==> config.mk <==
export PLATFORM = sky130hd
export DESIGN_NAME = pxr_resp_gen
export DESIGN_NICKNAME = d
export VERILOG_FILES = /design/src/pxr_pkg.sv /design/src/pxr_len_calc.sv /design/src/pxr_irq.sv /design/src/pxr_resp_gen.sv
export SDC_FILE = /design/constraint.sdc
export NUM_CORES = 1
export LEC_CHECK = 0
export BUFFER_PORTS_ARGS = -buffer_cell sky130_fd_sc_hd__buf_2
export CORE_MARGIN = 10
export CORE_UTILIZATION = 60
export DETAILED_ROUTE_END_ITERATION = 16
export PLACE_DENSITY_LB_ADDON = 0.1
export SLEW_MARGIN = 20
export SYNTH_ARGS = -nofsm -noshare
export SYNTH_HDL_FRONTEND = slang
export SYNTH_SLANG_ARGS = --single-unit
==> constraint.sdc <==
create_clock -name i_mclk -period 12.6 [get_ports i_mclk]
set_input_delay 2.52 -clock i_mclk [delete_from_list [all_inputs] [get_ports i_mclk]]
set_output_delay 2.52 -clock i_mclk [all_outputs]
set_load 0.05 [all_outputs]
==> src/pxr_pkg.sv <==
package pxr_pkg;
	// response opcodes
	localparam logic [3:0]  RES_PASS     = 4'h1;
	localparam logic [3:0]  RES_FAIL     = 4'h2;
	localparam logic [3:0]  RES_UNKNOWN  = 4'h3;
	// command codes that shape the answer
	localparam logic [3:0]  CMD_SINGLE   = 4'h4;
	localparam logic [3:0]  CMD_ROW      = 4'h5;
	localparam logic [3:0]  CMD_BLANK    = 4'ha;
	localparam logic [3:0]  CMD_VER      = 4'hb;
	// query or error byte values
	localparam logic [7:0]  QE_NONE      = 8'h00;
	localparam logic [7:0]  QE_VERIFY    = 8'h01;
	localparam logic [7:0]  QE_OTHER     = 8'h02;
	localparam logic [7:0]  QE_BLANK     = 8'hf0;
	localparam logic [7:0]  QE_NOT_BLANK = 8'h0f;
	// completion status from the executive core
	localparam logic [1:0]  ERR_NONE     = 2'h0;
	localparam logic [1:0]  ERR_VERIFY   = 2'h1;
	// header layout
	localparam logic [15:0] HDR_WORDS    = 16'h0002;
	localparam int          HDR_OPC_LSB  = 12;
	localparam int          HDR_CMD_LSB  = 8;
	// register byte offsets
	localparam logic [7:0]  ADDR_CTRL     = 8'h00;
	localparam logic [7:0]  ADDR_VERSION  = 8'h04;
	localparam logic [7:0]  ADDR_NVM      = 8'h08;
	localparam logic [7:0]  ADDR_IRQ_STAT = 8'h0c;
	localparam logic [7:0]  ADDR_IRQ_EN   = 8'h10;
	localparam logic [7:0]  ADDR_IRQ_CLR  = 8'h14;
	localparam logic [7:0]  ADDR_STATUS   = 8'h18;
	// reset values
	localparam logic        CTRL_RST     = 1'b1;
	localparam logic [7:0]  VERSION_RST  = 8'h10;
	localparam logic [15:0] NVM_RST      = 16'h0000;
	localparam logic [3:0]  IRQ_EN_RST   = 4'h0;
	// nonvolatile control write bit
	localparam int          NVM_WR_BIT   = 15;
	// interrupt event bits
	localparam int          EV_RSP_DONE  = 0;
	localparam int          EV_FAIL      = 1;
	localparam int          EV_UNKNOWN   = 2;
	localparam int          EV_NVM_DONE  = 3;
	localparam int          N_EV         = 4;

	typedef enum logic [1:0] {ST_IDLE, ST_HDR0, ST_HDR1, ST_DATA} pxr_state_t;
	typedef enum logic [1:0] {W_HDR0, W_HDR1, W_DATA} pxr_word_t;
endpackage : pxr_pkg

==> src/pxr_len_calc.sv <==
`timescale 1ns/100ps
module pxr_len_calc (
	input  wire logic        i_is_read,
	input  wire logic [15:0] i_n_words,
	output logic      [15:0] o_len
);
	logic [16:0] pairs;
	logic [18:0] len_wide;

	// packed format: three words per pair, odd last word padded to a pair
	always_comb begin
		pairs    = 17'(({1'b0, i_n_words} + 17'h1) >> 1);
		len_wide = 19'({2'b00, pairs} * 19'h3) + 19'h2;
		o_len    = i_is_read ? len_wide[15:0] : pxr_pkg::HDR_WORDS; // [RULE12]
	end
endmodule : pxr_len_calc

==> src/pxr_irq.sv <==
`timescale 1ns/100ps
module pxr_irq (
	input  wire logic                     i_mclk,
	input  wire logic                     i_rst,
	input  wire logic [pxr_pkg::N_EV-1:0] i_event,
	input  wire logic [pxr_pkg::N_EV-1:0] i_clear,
	input  wire logic [pxr_pkg::N_EV-1:0] i_enable,
	output logic      [pxr_pkg::N_EV-1:0] o_status,
	output logic                          o_irq
);
	typedef struct packed {
		logic [pxr_pkg::N_EV-1:0] status;
	} pxr_irq_state_t;

	pxr_irq_state_t st;
	pxr_irq_state_t next_st;

	// an event in the clearing cycle survives the clear
	always_comb begin
		next_st = st;
		for (int i = 0; i < pxr_pkg::N_EV; i++) begin
			next_st.status[i] = i_event[i] | (st.status[i] & ~i_clear[i]);
		end
	end

	always_ff @(posedge i_mclk) begin
		if (i_rst) begin
			st <= '0;
		end else begin
			st <= next_st;
		end
	end

	assign o_status = st.status;
	assign o_irq    = |(st.status & i_enable);
endmodule : pxr_irq

==> src/pxr_resp_gen.sv <==
// Our own choices: the Wishbone slave port and the placing of the registers.
`timescale 1ns/100ps
// What the document asks for
// [RULE1] opcode pass 1h, fail 2h, unknown 3h
// [RULE2] two header words, then only data words
// [RULE3] pass, fail with reason, unknown gets unknown
// [RULE4] header bits 11:8 echo command code
// [RULE5] one command at a time, one response
// [RULE6] queries always pass, answer in low byte
// [RULE7] blank check answers f0h blank, 0fh not
// [RULE8] version byte: main nibble high, revision low
// [RULE9] error byte 0h ok, 1h verify, 2h other
// [RULE10] length word counts all words incl header
// [RULE11] all non-read responses are two words
// [RULE12] read length 3*ceil(N/2)+2 words
// [RULE13] programmer erases, then programs 64-word rows
// [RULE14] programmer writes 4042h before erase start
// [RULE15] second page erase at pointer plus 400h
// [RULE16] programmer writes 4001h for row program
// [RULE17] hardware clears write bit 15 on completion
// [RULE18] every command gets a status response
// [RULE19] answer only after work and verify finish
module pxr_resp_gen #(
	// read command code, arbitrary default
	parameter logic [3:0] READ_CMD = 4'h2
) (
	input  wire logic        i_mclk,
	input  wire logic        i_rst,
	input  wire logic        i_wb_cyc,
	input  wire logic        i_wb_stb,
	input  wire logic        i_wb_we,
	input  wire logic [7:0]  i_wb_adr,
	input  wire logic [31:0] i_wb_dat,
	input  wire logic [3:0]  i_wb_sel,
	output logic      [31:0] o_wb_dat,
	output logic             o_wb_ack,
	input  wire logic        i_cmd_valid,
	output logic             o_cmd_ready,
	input  wire logic [3:0]  i_cmd_code,
	input  wire logic        i_cmd_known,
	input  wire logic [1:0]  i_cmd_err,
	input  wire logic        i_cmd_blank,
	input  wire logic [15:0] i_cmd_n_words,
	input  wire logic        i_rd_valid,
	input  wire logic [15:0] i_rd_data,
	output logic             o_rd_ready,
	output logic             o_rsp_valid,
	output logic      [15:0] o_rsp_word,
	output logic             o_rsp_last,
	input  wire logic        i_rsp_ready,
	output logic             o_nvm_start,
	output logic      [14:0] o_nvm_op,
	input  wire logic        i_nvm_done,
	output logic             o_irq
);
	typedef struct packed {
		pxr_pkg::pxr_state_t state;
		logic                out_valid;
		logic [15:0]         out_word;
		logic                out_last;
		pxr_pkg::pxr_word_t  out_kind;
		logic [15:0]         hdr0;
		logic [15:0]         len;
		logic [15:0]         remain;
		logic                enable;
		logic [7:0]          version;
		logic [15:0]         nvm;
		logic                nvm_start;
		logic [3:0]          irq_en;
		logic                ack;
		logic [31:0]         rdata;
	} pxr_top_state_t;

	pxr_top_state_t st;
	pxr_top_state_t next_st;

	logic                     acc;
	logic                     take;
	logic                     wr;
	logic                     rd_go;
	logic                     is_read;
	logic [15:0]              calc_len;
	logic [3:0]               opc;
	logic [7:0]               qe;
	logic [31:0]              wmask;
	logic [pxr_pkg::N_EV-1:0] ev;
	logic [pxr_pkg::N_EV-1:0] irq_clr;
	logic [pxr_pkg::N_EV-1:0] irq_stat;

	////////////////////////////////////////////////////////////////////////
	// helpers

	pxr_len_calc u_len (
		.i_is_read (is_read),
		.i_n_words (i_cmd_n_words),
		.o_len     (calc_len)
	);

	pxr_irq u_irq (
		.i_mclk   (i_mclk),
		.i_rst    (i_rst),
		.i_event  (ev),
		.i_clear  (irq_clr),
		.i_enable (st.irq_en),
		.o_status (irq_stat),
		.o_irq    (o_irq)
	);

	// new commands wait until the last word has left the output slot
	assign o_cmd_ready = st.enable && st.state == pxr_pkg::ST_IDLE
		&& !st.out_valid; // [RULE5]
	assign acc     = i_cmd_valid && o_cmd_ready; // [RULE19]
	assign take    = !st.out_valid || i_rsp_ready;
	assign is_read = i_cmd_known && i_cmd_code == READ_CMD;
	assign o_rd_ready = take && st.state == pxr_pkg::ST_DATA;
	assign wr    = i_wb_cyc && i_wb_stb && i_wb_we && st.ack;
	assign rd_go = i_wb_cyc && i_wb_stb && !st.ack;

	////////////////////////////////////////////////////////////////////////
	// header content

	always_comb begin
		opc = pxr_pkg::RES_PASS;
		qe  = pxr_pkg::QE_NONE;
		if (!i_cmd_known) begin
			opc = pxr_pkg::RES_UNKNOWN; // [RULE3]
		end else if (i_cmd_code == pxr_pkg::CMD_BLANK) begin
			qe = i_cmd_blank ? pxr_pkg::QE_BLANK
				: pxr_pkg::QE_NOT_BLANK; // [RULE6] [RULE7]
		end else if (i_cmd_code == pxr_pkg::CMD_VER) begin
			qe = st.version; // [RULE8]
		end else if (i_cmd_err != pxr_pkg::ERR_NONE) begin
			opc = pxr_pkg::RES_FAIL; // [RULE1]
			// verify code only belongs to the two programming commands
			if (i_cmd_err == pxr_pkg::ERR_VERIFY
				&& (i_cmd_code == pxr_pkg::CMD_SINGLE
				|| i_cmd_code == pxr_pkg::CMD_ROW)) begin
				qe = pxr_pkg::QE_VERIFY; // [RULE9]
			end else begin
				qe = pxr_pkg::QE_OTHER; // [RULE9]
			end
		end
	end

	always_comb begin
		ev = '0;
		ev[pxr_pkg::EV_RSP_DONE] = o_rsp_valid && i_rsp_ready && o_rsp_last;
		ev[pxr_pkg::EV_FAIL]     = acc && opc == pxr_pkg::RES_FAIL;
		ev[pxr_pkg::EV_UNKNOWN]  = acc && !i_cmd_known;
		ev[pxr_pkg::EV_NVM_DONE] = i_nvm_done && st.nvm[pxr_pkg::NVM_WR_BIT];
		irq_clr = '0;
		if (wr && i_wb_adr == pxr_pkg::ADDR_IRQ_CLR && i_wb_sel[0]) begin
			irq_clr = i_wb_dat[pxr_pkg::N_EV-1:0];
		end
		for (int b = 0; b < 4; b++) begin
			wmask[b*8 +: 8] = {8{i_wb_sel[b]}};
		end
	end

	////////////////////////////////////////////////////////////////////////
	// response sequencer and registers

	always_comb begin
		next_st = st;
		next_st.nvm_start = 1'b0;
		if (o_rsp_valid && i_rsp_ready) begin
			next_st.out_valid = 1'b0;
		end
		case (st.state)
			pxr_pkg::ST_IDLE: begin
				if (acc) begin
					next_st.hdr0 = {opc, i_cmd_code, qe}; // [RULE2] [RULE4]
					next_st.len  = calc_len; // [RULE10] [RULE11]
					next_st.remain = 16'(calc_len - pxr_pkg::HDR_WORDS);
					next_st.state  = pxr_pkg::ST_HDR0;
				end
			end
			pxr_pkg::ST_HDR0: begin
				if (take) begin
					next_st.out_valid = 1'b1;
					next_st.out_word  = st.hdr0; // [RULE2] [RULE18]
					next_st.out_kind  = pxr_pkg::W_HDR0;
					next_st.out_last  = 1'b0;
					next_st.state     = pxr_pkg::ST_HDR1;
				end
			end
			pxr_pkg::ST_HDR1: begin
				if (take) begin
					next_st.out_valid = 1'b1;
					next_st.out_word  = st.len; // [RULE10]
					next_st.out_kind  = pxr_pkg::W_HDR1;
					next_st.out_last  = st.remain == 16'h0000;
					next_st.state     = st.remain == 16'h0000
						? pxr_pkg::ST_IDLE : pxr_pkg::ST_DATA;
				end
			end
			pxr_pkg::ST_DATA: begin
				if (take && i_rd_valid) begin
					next_st.out_valid = 1'b1;
					next_st.out_word  = i_rd_data; // [RULE12]
					next_st.out_kind  = pxr_pkg::W_DATA;
					next_st.out_last  = st.remain == 16'h0001;
					next_st.remain    = 16'(st.remain - 16'h0001);
					if (st.remain == 16'h0001) begin
						next_st.state = pxr_pkg::ST_IDLE;
					end
				end
			end
			default: begin
				next_st.state = pxr_pkg::ST_IDLE;
			end
		endcase

		// hardware ends the operation; a same-cycle software write wins
		if (i_nvm_done) begin
			next_st.nvm[pxr_pkg::NVM_WR_BIT] = 1'b0; // [RULE17]
		end

		// classic wishbone: ack one cycle after the strobe, for one cycle
		next_st.ack = rd_go;
		if (rd_go) begin
			if (i_wb_adr == pxr_pkg::ADDR_CTRL) begin
				next_st.rdata = {31'h0, st.enable};
			end else if (i_wb_adr == pxr_pkg::ADDR_VERSION) begin
				next_st.rdata = {24'h0, st.version};
			end else if (i_wb_adr == pxr_pkg::ADDR_NVM) begin
				next_st.rdata = {16'h0, st.nvm};
			end else if (i_wb_adr == pxr_pkg::ADDR_IRQ_STAT) begin
				next_st.rdata = {28'h0, irq_stat};
			end else if (i_wb_adr == pxr_pkg::ADDR_IRQ_EN) begin
				next_st.rdata = {28'h0, st.irq_en};
			end else if (i_wb_adr == pxr_pkg::ADDR_STATUS) begin
				next_st.rdata = {st.hdr0, 13'h0, st.out_valid, st.state};
			end else begin
				next_st.rdata = 32'h0;
			end
		end
		if (wr) begin
			if (i_wb_adr == pxr_pkg::ADDR_CTRL && i_wb_sel[0]) begin
				next_st.enable = i_wb_dat[0];
			end else if (i_wb_adr == pxr_pkg::ADDR_VERSION && i_wb_sel[0]) begin
				next_st.version = i_wb_dat[7:0];
			end else if (i_wb_adr == pxr_pkg::ADDR_NVM) begin
				next_st.nvm = (st.nvm & ~wmask[15:0])
					| (i_wb_dat[15:0] & wmask[15:0]);
				next_st.nvm_start = next_st.nvm[pxr_pkg::NVM_WR_BIT]
					&& !st.nvm[pxr_pkg::NVM_WR_BIT];
			end else if (i_wb_adr == pxr_pkg::ADDR_IRQ_EN && i_wb_sel[0]) begin
				next_st.irq_en = i_wb_dat[3:0];
			end
		end
	end

	always_ff @(posedge i_mclk) begin
		if (i_rst) begin
			st         <= '0;
			st.enable  <= pxr_pkg::CTRL_RST;
			st.version <= pxr_pkg::VERSION_RST;
			st.nvm     <= pxr_pkg::NVM_RST;
			st.irq_en  <= pxr_pkg::IRQ_EN_RST;
		end else begin
			st <= next_st;
		end
	end

	assign o_wb_ack    = st.ack;
	assign o_wb_dat    = st.rdata;
	assign o_rsp_valid = st.out_valid;
	assign o_rsp_word  = st.out_word;
	assign o_rsp_last  = st.out_last;
	assign o_nvm_start = st.nvm_start;
	assign o_nvm_op    = st.nvm[14:0];
endmodule : pxr_resp_gen

==> results.yml, run 1 <==
final_layout:
  ff_latch_area_um2: 2620
  n_fill_cell: 1066
  stdcell_area_um2: 8490
  area_delta_synth_final_pct: 12.6
  multi_input_area_um2: 4160
  fin_util_pct: 69.8
  drive_gt1_share_pct: 19.1
  fin_cells: 1194
  finalNetCount: 1134
synthesis:
  synth_seq_cells: 131
  ys.flop_type: "dfxtp_1"
  synth_cells: 957
  synthTopCellsByArea: "dfxtp_1, a21oi_1, buf_4"
  synth_top_area_share_pct: 34.8
  yosysMostFrequentCell: "dfxtp_1"
  async_reset_ff_share_pct: 0
  yosysSeqAreaShare_pct: 34.8
  ys_warn_count: 0
  yosysTopAreaCell: "dfxtp_1"
  ys_top_cells_by_count: "dfxtp_1, nand2_1, nor2_1"
  synth.distinct_cells: 69
  synth_edf_count: 0
  avgSynthCellArea_um2: 7.88
  netlist_area_um2: 7540
sta:
  finalSetupTns_ns: 0
  hold_slack_ns: 0.448
  finalMaxSlewViolations: 0
  min_period_over_period_pct: 47.9
  rsz0062_at_grt: "false"
  setup_ws_ns: 6.57
  timing.fmax_mhz: 166
  clock_skew_ns: 0.00555
  period_minus_slack_ns: 6.03
  hold_violations: 0
  maxSlewHeadroom_pct: 26.2
  final-setup-viol-count: 0
  tightest_slew_ns: 1.10
global_routing:
  grtUsageTotal_pct: 23.0
  antenna_found_initial: 2
  grtUsageMet3_pct: 7.01
  grt_max_degree: 96
  use_met2_pct: 33.7
  gr-max-usage-layer: "met2"
  grt_util_met1_pct: 30.9
  grt_pass1_wl_um: 33600
  overflow: 0
  grt_pass1_vias: 6615
clock_network:
  htree_levels: 4
  numCtsBuffers: 17
  cts_tree: "built"
  cts.sinks: 131
  clk_pin_slew_worst_paths_ns: 0.06
  holdBufCountCts: 0
  cts-root-buf: "clkbuf_16"
  post_cts_buffers: 0
  cts_resized: 0
  clk-insertion-delay-late_ns: 0.42
  clockBufferDepth: 2
critical_path:
  end_kind: "flip-flop"
  required_ns: 12.90
  critPathMaxFanout: 6
  arrival_ns: 6.34
  cp-start-kind: "input port"
  worstSetupPathType: "in2reg"
  reg2reg_slack_ns: 9.72
placed_design:
  hpwl_um: 15000
  gp_congestion: 0.891
  port_buffers: 142
  pre_cts_slack_ns: 6.19
  post_dp_cell_area_um2: 7840
  place_inst: 1160
floorplanning:
  row_count: 40
  ios: 163
  core-area_um2: 12200
  die_w_um: 132
  initial_core_util_pct: 62.0
  die_area_um2: 17400
  die_h_um: 132
drt:
  drtIter0Drc: 762
  drc: 0
  antenna_left: 0
  drtPass1Iterations: 7
  wl_per_cell_um: 17.4
  vias_per_cell: 5.82
  vias: 6953
  drt-total-wl_um: 20800
pwr:
  max-vdd-ir-drop_mv: 0.104
  powerDensity_nw_per_um2: 172
  p_total_mw: 1.46
  total_leakage_power_nw: 3.57
min_path:
  hold_path_class: "reg2reg"
outcome:
  outcome: "finished, final reports clean"
job:
  max-cap-violations: 0
cells by family after synthesis:
| family | Yosys count | share of synthesized area (%) |
|---|---|---|
| AO/OA/AOI/OAI | 224 | 19.3 |
| XOR/XNOR | 34 | 3.95 |
| multiplexers | 31 | 4.18 |
| adder cells (fa/ha/maj) | 30 | 5.08 |
| buffers and inverters | 137 | 10.2 |
| flip-flops | 131 | 34.8 |
| AND/OR/NAND/NOR | 369 | 22.4 |
| other | 1 | 0.0497 |
path summary, 6_finish.rpt:
kind | start | to | cells after the start
worst max-delay path | i_cmd_n_words[2] | st[75] | 16
worst min-delay path | o_wb_dat[15] | o_wb_dat[15] | 2
worst max register to register | st[132] | st[72] | 6
worst min register to register | o_wb_dat[15] | o_wb_dat[15] | 2
critical path, cell delays in order:
cell,delay (ns)
buf_2,0.13
nand3_1,0.10
nor2_1,0.26
and3_1,0.21
xnor2_1,0.18
inv_1,0.08
ha_1,0.30
ha_1,0.42
nand4_1,0.25
and3_1,0.27
o21ai_1,0.44
nand4b_1,0.28
nor3_2,0.25
nand2_1,0.11
xnor2_1,0.15
a2111oi_0,0.37
power breakdown:
| part | internal, mW | leakage [nW] | switching (mW) |
|---|---|---|---|
| logic | 0.135 | 2.20 | 0.306 |
| registers | 0.450 | 1.06 | 0.0380 |
| clock network | 0.347 | 0.308 | 0.185 |
layer usage:
layer,share of wire (%),up-vias,wire length (um)
met5,0,-,0
met4,2.2,0,460
met3,8.7,39,1810
met2,44,271,9040
met1,46,3185,9460
li1,-,3458,-
final cells by class:
type	instances	share of cell area, %
multi-input combinational	690	49.0
sequential	131	30.9
timing repair buffer	149	9.02
clock buffer	20	5.50
tap	168	2.48
clock inverter	12	2.11
inverter	22	0.973
antenna	2	0.0589
cell usage in the layout, fill, tap and decap left out, types with 4 or more instances in the layout:
cell type  Yosys  routed
a211oi_1       7       7
a21o_1         6       6
a21oi_1       99      99
a221oi_1       7       7
a222oi_1      19      19
a22oi_1       15      15
a311oi_1       5       5
a31oi_1        4       4
and2_1         6       6
and3_1         9       9
buf_2          5     141
buf_4         64       8
bufinv_16      0       4
clkbuf_16      0      17
dfxtp_1      131     131
ha_1          29      29
inv_1         22      22
mux2i_1       29      29
nand2_1      123     123
nand2b_1       9       9
nand3_1       48      48
nand3b_1       4       4
nand4_1        7       7
nor2_1       105     104
nor2b_1        5       5
nor3_1        25      24
nor4_1         7       7
o21ai_0       29      29
or3_1          5       5
xnor2_1       22      22
xor2_1        12      12
No activity file was read; power rests on OpenSTA's default activity.
==> run 2, diff against run 1 <==
--- a/config.mk
+++ b/config.mk
@@ -7,7 +7,7 @@
 export LEC_CHECK = 0
 export BUFFER_PORTS_ARGS = -buffer_cell sky130_fd_sc_hd__buf_2
 export CORE_MARGIN = 10
-export CORE_UTILIZATION = 60
+export CORE_UTILIZATION = 50
 export DETAILED_ROUTE_END_ITERATION = 16
 export PLACE_DENSITY_LB_ADDON = 0.1
 export SLEW_MARGIN = 20
==> constraint.sdc (replaced) <==
create_clock -name i_mclk -period 5.2 [get_ports i_mclk]
set_input_delay 1.04 -clock i_mclk [delete_from_list [all_inputs] [get_ports i_mclk]]
set_output_delay 1.04 -clock i_mclk [all_outputs]
set_load 0.05 [all_outputs]
==> run 2 against run 1 <==
Effect of this change: hold slack hardly changed; design area increased by 0.32%; clock skew up 0.00073 ns; die area grew 17%; final cell count increased by 1.3%; sequential power grew 140%; clock power increased by 150%; combinational power rose by 140%; non-clock buffer count stayed put; sequential share of layout area fell by 0.10 points; largest cell class unchanged.
==> results.yml, run 2 (synthesis results as in run 1) <==
critical_path:
  r2r-start: "st[131]"
  cp_top_family: "simple AND/OR/NAND/NOR gates"
  critPathSlowestCell: "fa_1"
  end_kind: "flip-flop"
  worstSetupPathType: "in2reg"
  critPathCapture: "st[75]"
  crit_cells: 17
  arrival_ns: 4.68
  required_ns: 5.50
  critPathBufInv: 4
  reg2reg_slack_ns: 2.07
  cp-start-kind: "input port"
  startpoint: "i_cmd_n_words[0]"
  r2r-end: "st[72]"
  critPathMaxFanout: 4
  reg2reg_depth: 6
  cp_cell_sequence: "buf_2, ha_1, xor2_1, inv_1, ha_1, inv_1, ha_1, inv_1, fa_1, xnor2_1, or3_1, or3_1, nand4b_1, nor3_2, nand2_1, xnor2_1, a2111oi_0"
  cp_slowest_stage_delay_ns: 0.45
drt:
  antenna_left: 0
  drt-total-wl_um: 21100
  drtIter0Drc: 597
  vias_per_cell: 5.71
  drtPass1Iterations: 5
  wl_per_cell_um: 17.5
  drc: 0
  vias: 6901
clock_network:
  clockBufferDepth: 2
  cts.sinks: 131
  htree_levels: 4
  post_cts_buffers: 0
  numCtsBuffers: 17
  cts_resized: 0
  clk-insertion-delay-late_ns: 0.41
  holdBufCountCts: 0
  cts-root-buf: "clkbuf_16"
  clk_pin_slew_worst_paths_ns: 0.06
  cts_tree: "built"
final_layout:
  drive_gt1_share_pct: 18.7
  finalNetCount: 1134
  final_common_cell: "buf_2"
  area_delta_synth_final_pct: 13.0
  mostFrequentLayoutCells: "buf_2, dfxtp_1, nand2_1"
sta:
  hold_violations: 0
  rsz0062_at_grt: "false"
  tightest_slew_ns: 1.12
  setup_ws_ns: 0.815
  period_minus_slack_ns: 4.39
  clock_skew_ns: 0.00628
  timing.fmax_mhz: 228
  maxSlewHeadroom_pct: 24.8
  final-setup-viol-count: 0
  finalSetupTns_ns: 0
  min_period_over_period_pct: 84.3
  finalMaxSlewViolations: 0
global_routing:
  use_met2_pct: 29.9
  gr-max-usage-layer: "met2"
  grt_pass1_wl_um: 33700
  grtUsageTotal_pct: 20.3
  antenna_found_initial: 1
  grt_max_degree: 69
  grtUsageMet3_pct: 5.70
  overflow: 0
  grt_pass1_vias: 6448
  grt_util_met1_pct: 28.6
floorplanning:
  row_count: 44
  core-area_um2: 14600
  die_h_um: 143
  die_w_um: 143
  die_area_um2: 20400
  ios: 163
  initial_core_util_pct: 51.5
min_path:
  hold_depth: 2
  hold_path_class: "reg2reg"
pwr:
  powerDensity_nw_per_um2: 422
  total_leakage_power_nw: 3.58
  max-vdd-ir-drop_mv: 0.290
outcome:
  outcome: "finished, final reports clean"
placed_design:
  hpwl_um: 15600
  port_buffers: 142
  gp_congestion: 0.854
  pre_cts_slack_ns: 0.394
job:
  max-cap-violations: 0
## run 2: cell types whose count changed in the layout (fill, tap and decap cells not counted)
cell / change
clkbuf_1: +3
clkbuf_8: -3
clkinvlp_4: -3
bufinv_16: +2
clkinv_4: -1
diode_2: +1
nor3_2: -1
nor3_4: +1
## run 2: routing by layer
metal / vias up / part of all wire [%]
met3: 13 / 7.7
met5: - / 0
met4: 0 / 0.77
met2: 237 / 43
met1: 3191 / 48
li1: 3460 / -
## run 2: worst min path at each step
stage / start / slack [ns] / endpoint
floorplan: st[84] / 0.43 / st[84]
global placement: o_wb_dat[14] / 0.44 / o_wb_dat[14]
detailed placement: o_wb_dat[29] / 0.44 / o_wb_dat[29]
CTS: o_wb_dat[29] / 0.45 / o_wb_dat[29]
global route: o_wb_dat[29] / 0.46 / o_wb_dat[29]
finish: o_wb_dat[18] / 0.45 / o_wb_dat[18]
## run 2: stage by stage
stage / total power, mW / std cells / hold WS, ns / cell area, um^2 / utilization (%)
finish: 3.59 / 1209 / 0.448 / 8520 / 58.2
global route: 3.78 / 1207 / 0.463 / 8510 / 58.1
CTS: 3.59 / 1206 / 0.447 / 8500 / 58.1
detailed placement: 2.27 / 1176 / 0.440 / 7860 / 53.7
global placement: 2.27 / 1176 / 0.437 / 7860 / 53.7
floorplan: 2.00 / 958 / 0.432 / 7540 / -
## run 2: cell type report
class,instances,area [um^2]
antenna,3,7.51
clock buffer,20,437
clock inverter,10,208
fill,1385,6130
inverter,22,82.6
multi-input combinational,690,4170
sequential,131,2620
tap,184,230
timing repair buffer,149,766
## run 2: power by group
part	leakage (nW)	internal, mW	total (mW)	switching (mW)
Sequential	1.06	1.09	1.19	0.0972
Combinational	2.20	0.328	1.08	0.754
Clock	0.314	0.893	1.32	0.431
## run 2: worst reg2reg max path: stages, from the launching register on
cell       delay (ns)
dfxtp_1          0.52
and2_1           0.65
and3_1           0.84
nor2_1           0.30
a21oi_1          0.20
nor2_1           0.05
a2111oi_0        0.43
==> run 3, diff against run 2 <==
==> constraint.sdc (replaced) <==
create_clock -name i_mclk -period 4 [get_ports i_mclk]
set_input_delay 0.8 -clock i_mclk [delete_from_list [all_inputs] [get_ports i_mclk]]
set_output_delay 0.8 -clock i_mclk [all_outputs]
set_load 0.05 [all_outputs]
==> run 3 against run 2 <==
Effect of this change: clock-buffer cell count did not move; highest routed layer unchanged; critical path type unchanged; register-to-register slack got worse by 0.81 ns; global-route usage rose by 0.45 points; critical endpoint unchanged; die area did not move; final cell count rose by 6.3%; via count rose by 5.4%; wire length rose by 2.8%; clock power rose by 25%.
==> results.yml, run 3 (synthesis results as in run 1) <==
critical_path:
  arrival_ns: 4.11
  worstSetupPathType: "in2reg"
  r2r-end: "st[74]"
  critPathMaxFanout: 3
  required_ns: 4.31
  cp_top_family: "simple AND/OR/NAND/NOR gates"
  reg2reg_depth: 8
  critPathBufInv: 2
  cp_cell_sequence: "buf_2, ha_4, xor2_2, ha_1, ha_2, inv_1, fa_2, nand2_1, or3_4, or3_4, nand4b_1, nor3_4, nand2_1, xnor2_1, a2111oi_0"
  cp_slowest_stage_delay_ns: 0.52
  cp-start-kind: "input port"
  critPathSlowestCell: "fa_2"
  end_kind: "flip-flop"
  r2r-start: "st[131]"
  reg2reg_slack_ns: 1.26
global_routing:
  use_met2_pct: 31.3
  grt_util_met1_pct: 29.2
  gr-max-usage-layer: "met2"
  grt_pass1_vias: 6799
  grtUsageMet3_pct: 5.01
  antenna_found_initial: 0
  grt_max_degree: 61
  grtUsageTotal_pct: 20.8
  overflow: 0
  grt_pass1_wl_um: 34600
final_layout:
  finalNetCount: 1210
  stdcell_area_um2: 9130
  final_common_cell: "buf_2"
  multi_input_area_um2: 4220
  drive_gt1_share_pct: 25.6
  n_fill_cell: 1347
  mostFrequentLayoutCells: "buf_2, dfxtp_1, nand2_1"
  area_delta_synth_final_pct: 21.1
  ff_latch_area_um2: 2620
sta:
  maxSlewHeadroom_pct: 43.1
  clock_skew_ns: 0.00538
  hold_violations: 0
  timing.fmax_mhz: 263
  finalMaxSlewViolations: 0
  period_minus_slack_ns: 3.81
  finalSetupTns_ns: 0
  tightest_slew_ns: 0.851
  hold_slack_ns: 0.449
  final-setup-viol-count: 0
  min_period_over_period_pct: 95.1
clock_network:
  clockBufferDepth: 2
  clk-insertion-delay-late_ns: 0.42
  cts_tree: "built"
  htree_levels: 4
  clk_pin_slew_worst_paths_ns: 0.06
  holdBufCountCts: 0
  cts.sinks: 131
  cts-root-buf: "clkbuf_16"
  numCtsBuffers: 17
drt:
  drtIter0Drc: 529
  drt-total-wl_um: 21700
  drc: 0
  vias_per_cell: 5.66
  vias: 7276
  drtPass1Iterations: 6
  wl_per_cell_um: 16.9
  antenna_left: 0
floorplanning:
  ios: 163
  initial_core_util_pct: 51.5
  die_h_um: 143
  row_count: 44
  core-area_um2: 14600
  die_w_um: 143
  die_area_um2: 20400
job:
  max-cap-violations: 0
placed_design:
  post_dp_cell_area_um2: 8430
  gp_congestion: 0.893
  port_buffers: 142
  hpwl_um: 16500
min_path:
  whs_endpoint: "o_wb_dat[12]"
  hp-start: "o_wb_dat[12]"
  hold_path_class: "reg2reg"
  hold_depth: 2
pwr:
  max-vdd-ir-drop_mv: 0.379
  total_leakage_power_nw: 3.92
  p_total_mw: 4.71
  powerDensity_nw_per_um2: 517
outcome:
  outcome: "finished, final reports clean"
run 3: worst max path at each step:
| stage | from | endpoint | slack [ns] | cells past startpoint |
|---|---|---|---|---|
| final | i_cmd_n_words[0] | st[75] | 0.19 | 15 |
| after global routing | i_cmd_n_words[0] | st[75] | -0.004 | 17 |
| after CTS | i_cmd_n_words[0] | st[78] | 0.13 | 18 |
| after detailed placement | i_cmd_n_words[0] | st[75] | -0.30 | 17 |
| after global placement | i_cmd_n_words[0] | st[75] | -0.25 | 17 |
| after floorplan | i_cmd_n_words[0] | st[75] | -0.05 | 16 |
run 3: worst register-to-register path: stages (launching register included):
cell and delay [ns]:
dfxtp_1 0.53, nand2_1 0.45, nor2_1 0.30, nand2_1 0.17, nand2_1 0.52, o21ai_0 0.19, a22o_1 0.28, a21oi_1 0.11
nor2_1 0.05
run 3: per-layer routing:
layer	vias to the layer above	part of all wire [%]
met3	20	7.9
met1	3395	47
met4	0	0.86
met5	-	0
li1	3611	-
met2	250	44
run 3: area by class of cell:
| type | count | share of cell area, % |
|---|---|---|
| Antenna cell | 1 | 0.0274 |
| Clock buffer | 20 | 4.89 |
| Clock inverter | 12 | 1.99 |
| Inverter | 22 | 0.905 |
| Multi-Input combinational cell | 690 | 46.3 |
| Sequential cell | 131 | 28.7 |
| Tap cell | 184 | 2.52 |
| Timing Repair Buffer | 225 | 14.6 |
run 3: power by group:
| group | internal, mW | switching (mW) | leakage, nW |
|---|---|---|---|
| logic | 0.506 | 1.02 | 2.57 |
| clock network | 1.06 | 0.586 | 0.292 |
| registers | 1.42 | 0.128 | 1.06 |
run 3: timing repair:
item                                    CTS  global route
setup buffers                             0             2
resized for setup                         0            10
endpoints found under the setup margin    0             6
run 3: stage by stage:
step | worst slack (ns) | instances | util, %
2_1_floorplan | -0.0459 | 958 | -
3_3_place_gp | -0.246 | 1250 | 57.6
3_5_place_dp | -0.299 | 1250 | 57.6
4_1_cts | 0.135 | 1282 | 61.8
5_1_grt | -0.00374 | 1284 | 62.3
6_report | 0.194 | 1285 | 62.3
